===== src/qvsc_pkg.sv =====
// constants shared by the four-channel volume serial control block
// assumes a 40 MHz system clock; the serial pins arrive asynchronously
package qvsc_pkg;

    // ------------------------------------------------------------
    // clock and timing
    // ------------------------------------------------------------
    localparam int CLK_KHZ        = 40000;               // clk_sys rate, kHz
    localparam int PWR_RST_MS     = 100;                 // power-up reset interval
    localparam int ZC_TMO_MS      = 16;                  // zero-cross wait limit
    localparam int CAL_TIME_US    = 1000;                // offset calibration length
    localparam int PWR_RST_CYC    = PWR_RST_MS * CLK_KHZ;
    localparam int ZC_TMO_CYC     = ZC_TMO_MS * CLK_KHZ;
    localparam int CAL_CYC        = (CAL_TIME_US * CLK_KHZ) / 1000;
    localparam int SEQ_CNT_W      = 23;                  // holds the 100 ms count
    localparam int TMO_CNT_W      = 20;                  // holds the 16 ms count

    // ------------------------------------------------------------
    // frame layout: channel four first on the wire, channel one last
    // ------------------------------------------------------------
    localparam int NUM_CH         = 4;
    localparam int FIELD_W        = 8;
    localparam int FRAME_W        = NUM_CH * FIELD_W;    // 32-bit word
    localparam int CH_LSB [NUM_CH] = '{0, 8, 16, 24};    // ch1 .. ch4

    // ------------------------------------------------------------
    // gain decode and reset values
    // ------------------------------------------------------------
    localparam logic [7:0] GAIN_MUTE_CODE = 8'h00;       // software mute
    localparam logic [8:0] GAIN_CODE_OFS  = 9'h0c0;      // code 192 = 0 dB
    localparam logic [8:0] GAIN_UNITY_HDB = 9'h000;      // unity gain, half-dB

    // sequencer states
    typedef enum logic [1:0] {
        ST_PWR,
        ST_CAL,
        ST_RUN,
        ST_UV
    } qvsc_state_type;

endpackage


===== src/qvsc_channel.sv =====
// one channel: holds the programmed gain and applies it, and the hardware mute,
// at a zero crossing or after a timeout
// assumes zc_pulse is a one-cycle clk_sys pulse on a positive-slope crossing
`timescale 1ns/1ps

module qvsc_channel
    import qvsc_pkg::*;
#(
    parameter int TMO_CYC = ZC_TMO_CYC,
    parameter int CW      = TMO_CNT_W
) (
    input  wire logic        clk_sys,      // system clock
    input  wire logic        arst_n,       // async reset, low
    input  wire logic        clear,        // power sequence: zero gain, mute now
    input  wire logic        load,         // new frame field present
    input  wire logic [7:0]  new_code,     // field from the frame
    input  wire logic        zc_gate_en,   // gate gain changes on crossings
    input  wire logic        zc_pulse,     // positive-slope crossing seen
    input  wire logic        mute_req,     // hardware mute requested
    output logic [7:0]       gain_code,    // applied gain code
    output logic signed [8:0] gain_hdb,    // applied gain, half-dB steps
    output logic             in_grounded,  // amp input on analog ground
    output logic             out_off       // outputs disconnected, terminated
);

    logic [7:0]    target;
    logic          gain_pend;
    logic [CW-1:0] gain_tmr;
    logic [CW-1:0] mute_tmr;

    // ------------------------------------------------------------
    // decode and gating terms
    // ------------------------------------------------------------
    wire         changed   = load && (new_code != target);
    wire         gain_tout = (gain_tmr == CW'(TMO_CYC - 1));
    wire         gain_go   = gain_pend && (!zc_gate_en || zc_pulse || gain_tout);
    wire         mute_diff = (mute_req != out_off);
    wire         mute_tout = (mute_tmr == CW'(TMO_CYC - 1));
    wire         mute_go   = mute_diff && (zc_pulse || mute_tout);
    wire [7:0]   apply_val = changed && !zc_gate_en ? new_code : target;
    wire         apply_now = (changed && !zc_gate_en) || gain_go;
    wire [8:0]   dec_hdb   = (apply_val == GAIN_MUTE_CODE) ? GAIN_UNITY_HDB
                                                           : ({1'b0, apply_val} - GAIN_CODE_OFS);

    // ------------------------------------------------------------
    // programmed target and deferral
    // ------------------------------------------------------------
    // a repeat of the same code arms nothing, so rewriting a frame is silent
    always_ff @(posedge clk_sys or negedge arst_n) begin
        if (!arst_n) begin
            target    <= GAIN_MUTE_CODE;
            gain_pend <= 1'b0;
            gain_tmr  <= '0;
        end else if (clear) begin
            target    <= GAIN_MUTE_CODE;
            gain_pend <= 1'b0;
            gain_tmr  <= '0;
        end else if (changed) begin
            target    <= new_code;
            gain_pend <= zc_gate_en;
            gain_tmr  <= '0;
        end else if (gain_go) begin
            gain_pend <= 1'b0;
            gain_tmr  <= '0;
        end else if (gain_pend) begin
            gain_tmr  <= gain_tmr + 1'b1;
        end
    end

    // ------------------------------------------------------------
    // applied gain and its decode
    // ------------------------------------------------------------
    always_ff @(posedge clk_sys or negedge arst_n) begin
        if (!arst_n) begin
            gain_code   <= GAIN_MUTE_CODE;
            gain_hdb    <= GAIN_UNITY_HDB;
            in_grounded <= 1'b1;
        end else if (clear) begin
            gain_code   <= GAIN_MUTE_CODE;
            gain_hdb    <= GAIN_UNITY_HDB;
            in_grounded <= 1'b1;
        end else if (apply_now) begin
            gain_code   <= apply_val;
            gain_hdb    <= dec_hdb;
            in_grounded <= (apply_val == GAIN_MUTE_CODE);
        end
    end

    // ------------------------------------------------------------
    // hardware mute, always crossing-gated whatever zc_gate_en says
    // ------------------------------------------------------------
    always_ff @(posedge clk_sys or negedge arst_n) begin
        if (!arst_n) begin
            out_off  <= 1'b1;
            mute_tmr <= '0;
        end else if (clear) begin
            out_off  <= 1'b1;
            mute_tmr <= '0;
        end else if (mute_go) begin
            out_off  <= mute_req;
            mute_tmr <= '0;
        end else if (mute_diff) begin
            mute_tmr <= mute_tmr + 1'b1;
        end else begin
            mute_tmr <= '0;
        end
    end

endmodule


===== src/qvsc_top.sv =====
// four-channel volume control digital core: serial port, power sequence,
// calibration timing and four gated gain channels
// assumes all pins are asynchronous to clk_sys and sclk is far slower than it
`timescale 1ns/1ps

module qvsc_top
    import qvsc_pkg::*;
#(
    parameter int PWR_CYC = PWR_RST_CYC,   // power-up reset length, cycles
    parameter int CAL_LEN = CAL_CYC,       // calibration length, cycles
    parameter int TMO_CYC = ZC_TMO_CYC     // zero-cross timeout, cycles
) (
    input  wire logic               clk_sys,            // 40 MHz system clock
    input  wire logic               arst_n,             // power-on reset, low
    input  wire logic               cs_n,               // chip select pin, low
    input  wire logic               sclk,               // serial clock pin
    input  wire logic               ser_in,             // serial data pin
    input  wire logic               mute_n,             // hardware mute pin, low
    input  wire logic               zero_cross_gate_en, // gating enable pin
    input  wire logic               supply_low,         // undervoltage flag
    input  wire logic [NUM_CH-1:0]  zc_cmp,             // per-channel input sign
    output logic                    ser_out,            // serial data out
    output logic                    ser_out_oe,         // serial out drive enable
    output logic                    cal_active,         // offset calibration on
    output logic [NUM_CH*8-1:0]     gain_code,          // applied codes, ch1 low
    output logic [NUM_CH*9-1:0]     gain_hdb,           // gains in half-dB, ch1 low
    output logic [NUM_CH-1:0]       in_grounded,        // amp input grounded
    output logic [NUM_CH-1:0]       out_off             // outputs terminated
);
    import qvsc_pkg::*;

    localparam int NPIN = 6 + NUM_CH;

    qvsc_state_type         state;
    logic [SEQ_CNT_W-1:0]   seq_cnt;
    logic [NPIN-1:0]        pin_m;
    logic [NPIN-1:0]        pin_s;
    logic [NPIN-1:0]        pin_d;
    logic [FRAME_W-1:0]     shift;
    logic                   load;

    // ------------------------------------------------------------
    // pin synchronisers
    // ------------------------------------------------------------
    // pin_m is read only by pin_s; edges come from pin_s against pin_d
    // reset levels match idle pins (sclk low, cs_n and mute_n high), so no false edge follows reset
    always_ff @(posedge clk_sys or negedge arst_n) begin
        if (!arst_n) begin
            pin_m <= {{(NPIN-5){1'b0}}, 5'h0a};
            pin_s <= {{(NPIN-5){1'b0}}, 5'h0a};
            pin_d <= {{(NPIN-5){1'b0}}, 5'h0a};
        end else begin
            pin_m <= {zc_cmp, supply_low, zero_cross_gate_en, mute_n, ser_in, cs_n, sclk};
            pin_s <= pin_m;
            pin_d <= pin_s;
        end
    end

    // ------------------------------------------------------------
    // decoded pin events
    // ------------------------------------------------------------
    wire              sclk_s    = pin_s[0];
    wire              cs_s      = pin_s[1];
    wire              ser_in_s  = pin_s[2];
    wire              mute_s    = pin_s[3];
    wire              gate_en_s = pin_s[4];
    wire              uv_s      = pin_s[5];
    wire              sclk_rise = sclk_s && !pin_d[0];
    wire              sclk_fall = !sclk_s && pin_d[0];
    wire              cs_rise   = cs_s && !pin_d[1];
    wire              mute_fall = !mute_s && pin_d[3];
    wire [NUM_CH-1:0] zc_pulse  = pin_s[NPIN-1:6] & ~pin_d[NPIN-1:6];       // positive slope
    wire              in_reset  = (state == ST_PWR) || (state == ST_UV);
    wire              pwr_done  = (seq_cnt == SEQ_CNT_W'(PWR_CYC - 1));
    wire              cal_done  = (seq_cnt == SEQ_CNT_W'(CAL_LEN - 1));
    wire              port_live = !in_reset;
    wire              shift_en  = port_live && !cs_s && sclk_rise;
    wire              next_load = port_live && cs_rise;

    // ------------------------------------------------------------
    // power, undervoltage and calibration sequencer
    // ------------------------------------------------------------
    // undervoltage wins over every state so a brown-out never half-applies
    always_ff @(posedge clk_sys or negedge arst_n) begin
        if (!arst_n) begin
            state   <= ST_PWR;
            seq_cnt <= '0;
        end else if (uv_s) begin
            state   <= ST_UV;
            seq_cnt <= '0;
        end else begin
            unique case (state)
                ST_UV: begin
                    state   <= ST_PWR;
                    seq_cnt <= '0;
                end
                ST_PWR: begin
                    if (pwr_done) begin
                        state   <= ST_CAL;
                        seq_cnt <= '0;
                    end else begin
                        seq_cnt <= seq_cnt + 1'b1;
                    end
                end
                ST_CAL: begin
                    if (cal_done) begin
                        state   <= ST_RUN;
                        seq_cnt <= '0;
                    end else begin
                        seq_cnt <= seq_cnt + 1'b1;
                    end
                end
                ST_RUN: begin
                    if (mute_fall) begin
                        state   <= ST_CAL;
                        seq_cnt <= '0;
                    end
                end
            endcase
        end
    end

    // calibration flag straight from a flop
    always_ff @(posedge clk_sys or negedge arst_n) begin
        if (!arst_n) begin
            cal_active <= 1'b0;
        end else begin
            cal_active <= (state == ST_CAL) && !cal_done && !uv_s;
        end
    end

    // ------------------------------------------------------------
    // serial shift register and chain output
    // ------------------------------------------------------------
    // the output takes shift msb on each sclk fall with cs_n low, so the next device in the
    // chain sees each bit exactly 32 clocks later
    always_ff @(posedge clk_sys or negedge arst_n) begin
        if (!arst_n) begin
            shift      <= '0;
            ser_out    <= 1'b0;
            ser_out_oe <= 1'b0;
            load       <= 1'b0;
        end else begin
            if (in_reset) begin
                shift <= '0;
            end else if (shift_en) begin
                shift <= {shift[FRAME_W-2:0], ser_in_s};
            end
            if (in_reset) begin
                ser_out <= 1'b0;
            end else if (sclk_fall && !cs_s) begin
                ser_out <= shift[FRAME_W-1];
            end
            ser_out_oe <= port_live && !cs_s;
            load       <= next_load;
        end
    end

    // ------------------------------------------------------------
    // channels
    // ------------------------------------------------------------
    for (genvar c = 0; c < NUM_CH; c++) begin : g_ch
        qvsc_channel #(
            .TMO_CYC (TMO_CYC),
            .CW      (TMO_CNT_W)
        ) u_ch (
            .clk_sys     (clk_sys),
            .arst_n      (arst_n),
            .clear       (in_reset),
            .load        (load),
            .new_code    (shift[CH_LSB[c] +: FIELD_W]),
            .zc_gate_en  (gate_en_s),
            .zc_pulse    (zc_pulse[c]),
            .mute_req    (!mute_s),
            .gain_code   (gain_code[c*8 +: 8]),
            .gain_hdb    (gain_hdb[c*9 +: 9]),
            .in_grounded (in_grounded[c]),
            .out_off     (out_off[c])
        );
    end

endmodule


===== config.mk =====
export PLATFORM = sky130hd
export DESIGN_NAME = qvsc_top
export DESIGN_NICKNAME = d
export VERILOG_FILES = /design/src/qvsc_pkg.sv /design/src/qvsc_channel.sv /design/src/qvsc_top.sv
export SDC_FILE = /design/constraint.sdc
export NUM_CORES = 1
export LEC_CHECK = 0
export ABC_AREA = 1
export BUFFER_PORTS_ARGS = -buffer_cell sky130_fd_sc_hd__buf_2
export CELL_PAD_IN_SITES_DETAIL_PLACEMENT = 0
export CELL_PAD_IN_SITES_GLOBAL_PLACEMENT = 2
export CORE_UTILIZATION = 41
export CTS_CLUSTER_DIAMETER = 150
export DETAILED_ROUTE_END_ITERATION = 16
export PLACE_DENSITY_LB_ADDON = 0.1
export SLEW_MARGIN = 20
export SYNTH_ARGS = -nofsm -noshare
export SYNTH_HDL_FRONTEND = slang
export SYNTH_SLANG_ARGS = --single-unit

===== constraint.sdc =====
create_clock -name clk_sys -period 6.01 [get_ports clk_sys]
set_input_delay 1.202 -clock clk_sys [delete_from_list [all_inputs] [get_ports clk_sys]]
set_output_delay 1.202 -clock clk_sys [all_outputs]
set_load 0.02 [all_outputs]

==> results by group, run 1 <==
STA
  • Fin. max-slew vios: 0
  • Max Clock Freq: 332 MHz
  • Slew HR: 0.432
  • Final hold viol count: 0
  • Clock Skews: 0.0164 ns
  • RSZ-0062 raised after global routing: false
  • Worst-margin pin slew: 0.852 ns
  • Final period utilization: 0.501
  • Fin Setup TNS: 0 ns
  • Crit path time final: 3.01 ns
  • Final setup violation count: 0

Layout
  • Share of layout cells above drive strength 1: 0.107
  • Final Non-Filler Cells: approximately 2800
  • Fillers: 4177
  • N_diodes: 0
  • Nets@finish: 2255
  • P&R area growth vs syn: 13.4%

Drt
  • Via count: around 14000
  • Average routed wire per standard cell: 15.0 um
  • DR pass1 iterations: 5
  • Final wirelength: around 42000 um
  • Detailed Route Iter0 Violations: 805
  • Number of routed nets with antenna violations: 0
  • Remaining DRCs: 0
  • Via density: 4.96

Clocking
  • CTS HTree Levels: 2
  • Hold_buf cts: 0
  • Clock sinks: 356
  • Root buffer cell: clkbuf_16
  • Clock slew at the register clock pins of the worst setup and hold paths: roughly 0.06 ns
  • Clock Latency Late Sink: about 0.57 ns
  • Clock Path Buffers: 3
  • Post-CTS Resized: 0
  • CTS tree: done
  • Setup bufs post-CTS: 0
  • TritonCTS buffer count: 43

Synthesis
  • Sequential cell area fraction in the yosys report: 0.503
  • Yosys warning count: 0
  • Post-synth ARST share: 1.00
  • Distinct cells, synth: 53
  • Post-synth EDFFs: 0
  • Mapped Cells: 2138
  • Post-synthesis area per instance: 8.29 um2
  • Post-Synthesis Cell Area: 17700 um2
  • Syn Nets: 2171
  • Synth Register Bits: 356
  • Ys flop type: dfrtp_1

Setup path
  • Biggest fanout along the worst timing path: 64
  • Flop-to-flop setup slack: between 3 and 4 ns
  • WP data required: 6.48 ns
  • Worst setup path end: g_ch[1].u_ch.gain_tmr[10]
  • CP Launch Type: flop
  • Crit. End Element: flop
  • R2r endpoint: g_ch[1].u_ch.gain_tmr[10]
  • Crit path from: state[1]
  • Reg2reg path depth: 7
  • R2R Path Start: state[1]
  • Kind of critical path: reg -> reg
  • Crit path DAT: 3.48 ns

Outcome
  • Status: finished clean

Power and ir drop
  • Maximum VDD drop: 0.220 mV
  • Leakage: 9.51 nW
  • Power density over the cells: 350 nW/um2
  • Total chip power: between 0.007 and 0.008 W

Global route
  • Total track usage: 0.201
  • Total grt overflow: 0
  • Largest net degree at the start of global routing: 144
  • Antenna violations before repair: 0
  • First-pass GRT wire length: about 73000 um
  • Vias in the first global route: around 14000

Job
  • Max_cap viols: 0

Floorplanning
  • Chip Height: 210 um
  • Site Rows: 75
  • IO Count: 91
  • Core area: 42300 um2
  • Die W: 210 um
  • Die area: 44100 um2
  • Initial Util: 0.419

Placed design
  • Cells after DPL: 2754
  • # port buffers: 90
  • Dpl hpwl: 28900 um
  • Placer Congestion: 0.801

Worst hold path
  • Worst Hold Class: reg -> reg
==> power breakdown <==
group	switching, W	leakage (nW)	internal, W
Combinational	0.00151	3.94	0.000342
Clock	0.00105	0.710	0.00160
Sequential	0.0000592	4.87	0.00249
==> stage by stage <==
stage	util	setup WS, ns	hold slack (ns)	cell area [um2]
6_report	0.475	3.00	0.345	20100
4_1_cts	0.475	2.98	0.348	20100
3_3_place_gp	0.441	3.09	0.336	18700
3_5_place_dp	0.441	3.02	0.337	18700
2_1_floorplan	-	4.12	0.331	17700
5_1_grt	0.475	2.72	0.351	20100
==> cell families (layout without fill, tap and decap cells) <==
logic type | count (synthesis) | in the layout | share of synthesized area
compound gates | 238 | 238 | 0.0756
buf+inv | 317 | 435 | 0.0725
simple gates | 1087 | 1087 | 0.275
xor+xnor | 115 | 115 | 0.0568
mux | 4 | 4 | 0.00226
fa+ha+maj | 21 | 21 | 0.0148
flops | 356 | 356 | 0.503
==> critical path, stage by stage, from the launching register on <==
cell	delay, ns
dfrtp_1	0.38
inv_1	0.09
ha_2	0.34
buf_4	0.66
nand2_2	0.39
nor2_2	0.58
o21ai_0	0.24
a21boi_0	0.21
==> state kept, by name, indices dropped and copies added (netlist names), 2 cells and up <==
register,count
state,2
g_ch.u_ch.mute_tmr,80
pin_d,7
seq_cnt,23
g_ch.u_ch.gain_code,28
g_ch.u_ch.target,32
g_ch.u_ch.in_grounded,4
g_ch.u_ch.gain_hdb,36
pin_s,10
shift,32
pin_m,10
g_ch.u_ch.gain_tmr,80
g_ch.u_ch.out_off,4
g_ch.u_ch.gain_pend,4
==> cell type report <==
cell class | count | area, um2 | share of cell area
clock buffers | 63 | 1270 | 0.0633
repair buffers | 95 | 523 | 0.0260
clock inverters | 16 | 164 | 0.00815
well taps | 577 | 722 | 0.0359
multi-input cells | 1465 | 7530 | 0.374
inverters | 261 | 982 | 0.0488
flip-flops and latches | 356 | 8930 | 0.444
==> synthesized netlist by cell type, types with 7 or more instances <==
cell type | n | area, um2
dfstp_2 | 14 | 368
inv_2 | 10 | 37.5
nand3_1 | 157 | 786
nand4_1 | 62 | 388
nor3b_1 | 8 | 60.1
o21ai_0 | 117 | 586
a21oi_1 | 46 | 230
xor2_1 | 79 | 692
nand2_1 | 505 | 1900
nor2_1 | 206 | 773
o21a_1 | 8 | 60.1
nand2_2 | 13 | 81.3
clkbuf_1 | 15 | 56.3
buf_2 | 18 | 90.1
o22ai_1 | 44 | 275
buf_4 | 13 | 97.6
buf_1 | 7 | 26.3
nand3_2 | 7 | 70.1
inv_1 | 249 | 935
ha_1 | 21 | 263
dfrtp_1 | 342 | 8560
nor3_1 | 78 | 390
nor4_1 | 18 | 113
xnor2_1 | 36 | 315
==> routing by layer <==
metal	track usage	wire length, um	share of wire
met1	0.287	21100	0.50
met2	0.314	18700	0.44
met5	0	0	0
met4	0.0659	974	0.023
met3	0.0316	1650	0.039
==> cells in the final DEF, fill, tap and decap left out, drive strengths merged, types with 2 or more instances in the layout <==
cell type and instances:
o21ai 121, nand2 520, o211ai 2, o21a 8, a211oi 2, clkinvlp 2, o221ai 2, buf 95
clkbuf 63, inv 260, nor3 81, a21oi 46, o22ai 44, nor2 221, mux2i 4, nand3 164
clkinv 12, a31oi 5, bufinv 3, o21bai 3, dfrtp 342, dfstp 14, and3 4, or2 5
nand4 63, xor2 79, ha 21, xnor2 36, nor3b 9, nor4 18
==> worst min-delay path by stage <==
stage	depth (start not counted)	start	slack, ns	endpoint
floorplan	0	pin_m[0]	0.33	pin_s[0]
global placement	0	pin_m[0]	0.34	pin_s[0]
detailed placement	0	pin_m[6]	0.34	pin_s[6]
CTS	0	pin_m[6]	0.35	pin_s[6]
global route	0	pin_m[6]	0.35	pin_s[6]
finish	0	pin_m[2]	0.34	pin_s[2]
(Power assumes the default switching activity.)
==> run 2: changes to the inputs <==
--- a/config.mk
+++ b/config.mk
@@ -9,7 +9,7 @@
 export BUFFER_PORTS_ARGS = -buffer_cell sky130_fd_sc_hd__buf_2
 export CELL_PAD_IN_SITES_DETAIL_PLACEMENT = 0
 export CELL_PAD_IN_SITES_GLOBAL_PLACEMENT = 2
-export CORE_UTILIZATION = 41
+export CORE_UTILIZATION = 34
 export CTS_CLUSTER_DIAMETER = 150
 export DETAILED_ROUTE_END_ITERATION = 16
 export PLACE_DENSITY_LB_ADDON = 0.1
==> constraint.sdc (replaced) <==
create_clock -name clk_sys -period 2.6 [get_ports clk_sys]
set_input_delay 0.52 -clock clk_sys [delete_from_list [all_inputs] [get_ports clk_sys]]
set_output_delay 0.52 -clock clk_sys [all_outputs]
set_load 0.02 [all_outputs]
==> results by group, run 2 (synthesis results as in run 1) <==
STA
  • Final period utilization: 0.908
  • Fin Setup TNS: 0 ns
  • Final hold viol count: 0
  • Max Clock Freq: 424 MHz
  • Worst-margin pin slew: between 0.7 and 0.8 ns
  • Final setup violation count: 0
  • Crit path time final: roughly 2.4 ns
  • WHS: 0.0466 ns
  • Fin. max-slew vios: 0
  • RSZ-0062 raised after global routing: false
  • Slew HR: 0.526
  • Clock Skews: 0.0263 ns

Worst hold path
  • Worst Hold Class: in -> reg
  • Hold path cells: 1
  • Sink of the worst hold path: pin_m[1]
  • Hold wc startpoint: cs_n

Drt
  • Remaining DRCs: 0
  • Detailed Route Iter0 Violations: 896
  • Via count: 14200
  • Average routed wire per standard cell: between 15 and 20 um
  • Via density: 4.78
  • DR pass1 iterations: 5
  • Final wirelength: 45500 um
  • Number of routed nets with antenna violations: 0

Global route
  • Vias in the first global route: 14600
  • Global Route met3 Usage: 0.0271
  • Routing usage on met1: 0.254
  • Largest net degree at the start of global routing: 69
  • Met2 Resource Use GR: 0.273
  • First-pass GRT wire length: just under 80000 um
  • Most used routing layer: met2
  • Total track usage: 0.177
  • Total grt overflow: 0
  • Antenna violations before repair: 0

Clocking
  • Clock Path Buffers: 3
  • CTS HTree Levels: 2
  • Root buffer cell: clkbuf_16
  • TritonCTS buffer count: between 40 and 50
  • Clock sinks: 356
  • Clock slew at the register clock pins of the worst setup and hold paths: 0.06 ns
  • Clock Latency Late Sink: 0.57 ns
  • Setup bufs post-CTS: 0
  • CTS tree: done

Layout
  • Commonest non-fill, non-tap cell in the layout: nand2_1
  • Share of layout cells above drive strength 1: 0.123
  • Biggest registers after layout: g_ch.u_ch.gain_tmr (80), g_ch.u_ch.mute_tmr (80), g_ch.u_ch.gain_hdb (36)
  • Nets@finish: between 2000 and 2500
  • P&R area growth vs syn: 16.7%
  • N_diodes: 0
  • Fillers: 5260
  • Register area: 8930 um2
  • Most frequent cells in the layout: 505 x nand2_1, 342 x dfrtp_1, 249 x inv_1
  • Area occupied by multi-input gates: between 7000 and 8000 um2

Floorplanning
  • Die W: 230 um
  • IO Count: 91
  • Die area: 53100 um2
  • Site Rows: between 80 and 90
  • Chip Height: 230 um
  • Initial Util: 0.345
  • Core area: 51400 um2

Outcome
  • Status: finished clean

Setup path
  • Worst path bufs/invs: 3
  • Biggest fanout along the worst timing path: 16
  • CP delay by family, top: simple AND/OR/NAND/NOR gates
  • CP Launch Type: flop
  • Flop-to-flop setup slack: 0.24 ns
  • CP cell instances: inv_4, buf_4, a21oi_1, o21ai_0, nand2_1, nand3_1, nand2_1, clkinvlp_4, nand3_1, nand2_1
  • Largest stage delay on the critical path: roughly 0.47 ns
  • Reg2reg path depth: 10
  • Crit path max-delay cell type: dfrtp_1
  • R2R Path Start: pin_s[4]
  • Kind of critical path: reg -> reg
  • Crit. End Element: flop
  • R2r endpoint: g_ch[3].u_ch.gain_code[3]
  • Crit path DAT: 2.82 ns
  • Most frequent CP cell: nand2_1
  • WP data required: 3.06 ns

Placed design
  • # port buffers: 90
  • Dpl hpwl: 31800 um
  • Placer Congestion: around 0.8

Job
  • Max_cap viols: 0

Power and ir drop
  • Power density over the cells: 841 nW/um2
  • Leakage: 9.75 nW
  • Maximum VDD drop: approximately 0.46 mV
==> run 2: changes by cell type in the layout (fill, tap and decap cells not counted), sizes merged <==
cell	change
inv	+2
clkbuf	-3
bufinv	+4
clkinv	-3
clkinvlp	+2
buf	+37
dlygate4sd3	+1
==> run 2: timing repair <==
| item | in CTS | in global routing |
|---|---|---|
| endpoints found under the setup margin | 0 | 15 |
| hold endpoints to repair | 34 | 0 |
| hold buffers | 1 | 0 |
| gates resized for setup | 0 | 4 |
==> run 2: where the power goes <==
group	switching, W	internal [W]	total [W]
clock network	0.00249	0.00405	0.00654
registers	0.000139	0.00575	0.00588
logic	0.00379	0.00118	0.00497
==> run 2: worst max path at each step <==
stage | startpoint | to | slack, ns | depth (start not counted)
after floorplan | shift[9] | g_ch[1].u_ch.gain_hdb[6] | 0.71 | 16
after global placement | pin_s[4] | g_ch[3].u_ch.gain_hdb[5] | 0.04 | 10
after detailed placement | pin_s[4] | g_ch[3].u_ch.gain_code[3] | 0.06 | 10
after CTS | pin_s[4] | g_ch[3].u_ch.gain_hdb[5] | 0.05 | 10
after global routing | g_ch[3].u_ch.gain_tmr[0] | g_ch[3].u_ch.gain_hdb[5] | 0.04 | 11
final | pin_s[4] | g_ch[3].u_ch.gain_code[3] | 0.24 | 10
==> run 2: worst reg2reg max path: stages, from the launching register on <==
cell        delay (ns)
dfrtp_1           0.47
inv_4             0.17
buf_4             0.23
a21oi_1           0.22
o21ai_0           0.16
nand2_1           0.17
nand3_1           0.18
nand2_1           0.23
clkinvlp_4        0.22
nand3_1           0.16
nand2_1           0.06
==> run 2: layout make-up <==
class	count	share of cell area
sequential	356	0.431
inverter	261	0.0478
clock buffer	60	0.0600
timing repair buffer	133	0.0416
clock inverter	21	0.0144
multi-input combinational	1465	0.364
tap	680	0.0411
==> run 2: stage by stage <==
stage	instances	total power, W	util	setup slack [ns]	area, um2
after floorplan	2138	0.00923	-	0.707	17700
after global placement	2894	0.0111	0.372	0.0429	19100
after detailed placement	2894	0.0111	0.372	0.0581	19100
after CTS	2976	0.0178	0.402	0.0546	20700
after global routing	2976	0.0184	0.403	0.0443	20700
final	2976	0.0174	0.403	0.239	20700
==> run 2: routing by layer <==
metal  part of all wire  vias to the layer above
li1                   -                     7199
met1               0.50                     6786
met2               0.44                      177
met3              0.033                       63
met4              0.024                        0
met5                  0                        -
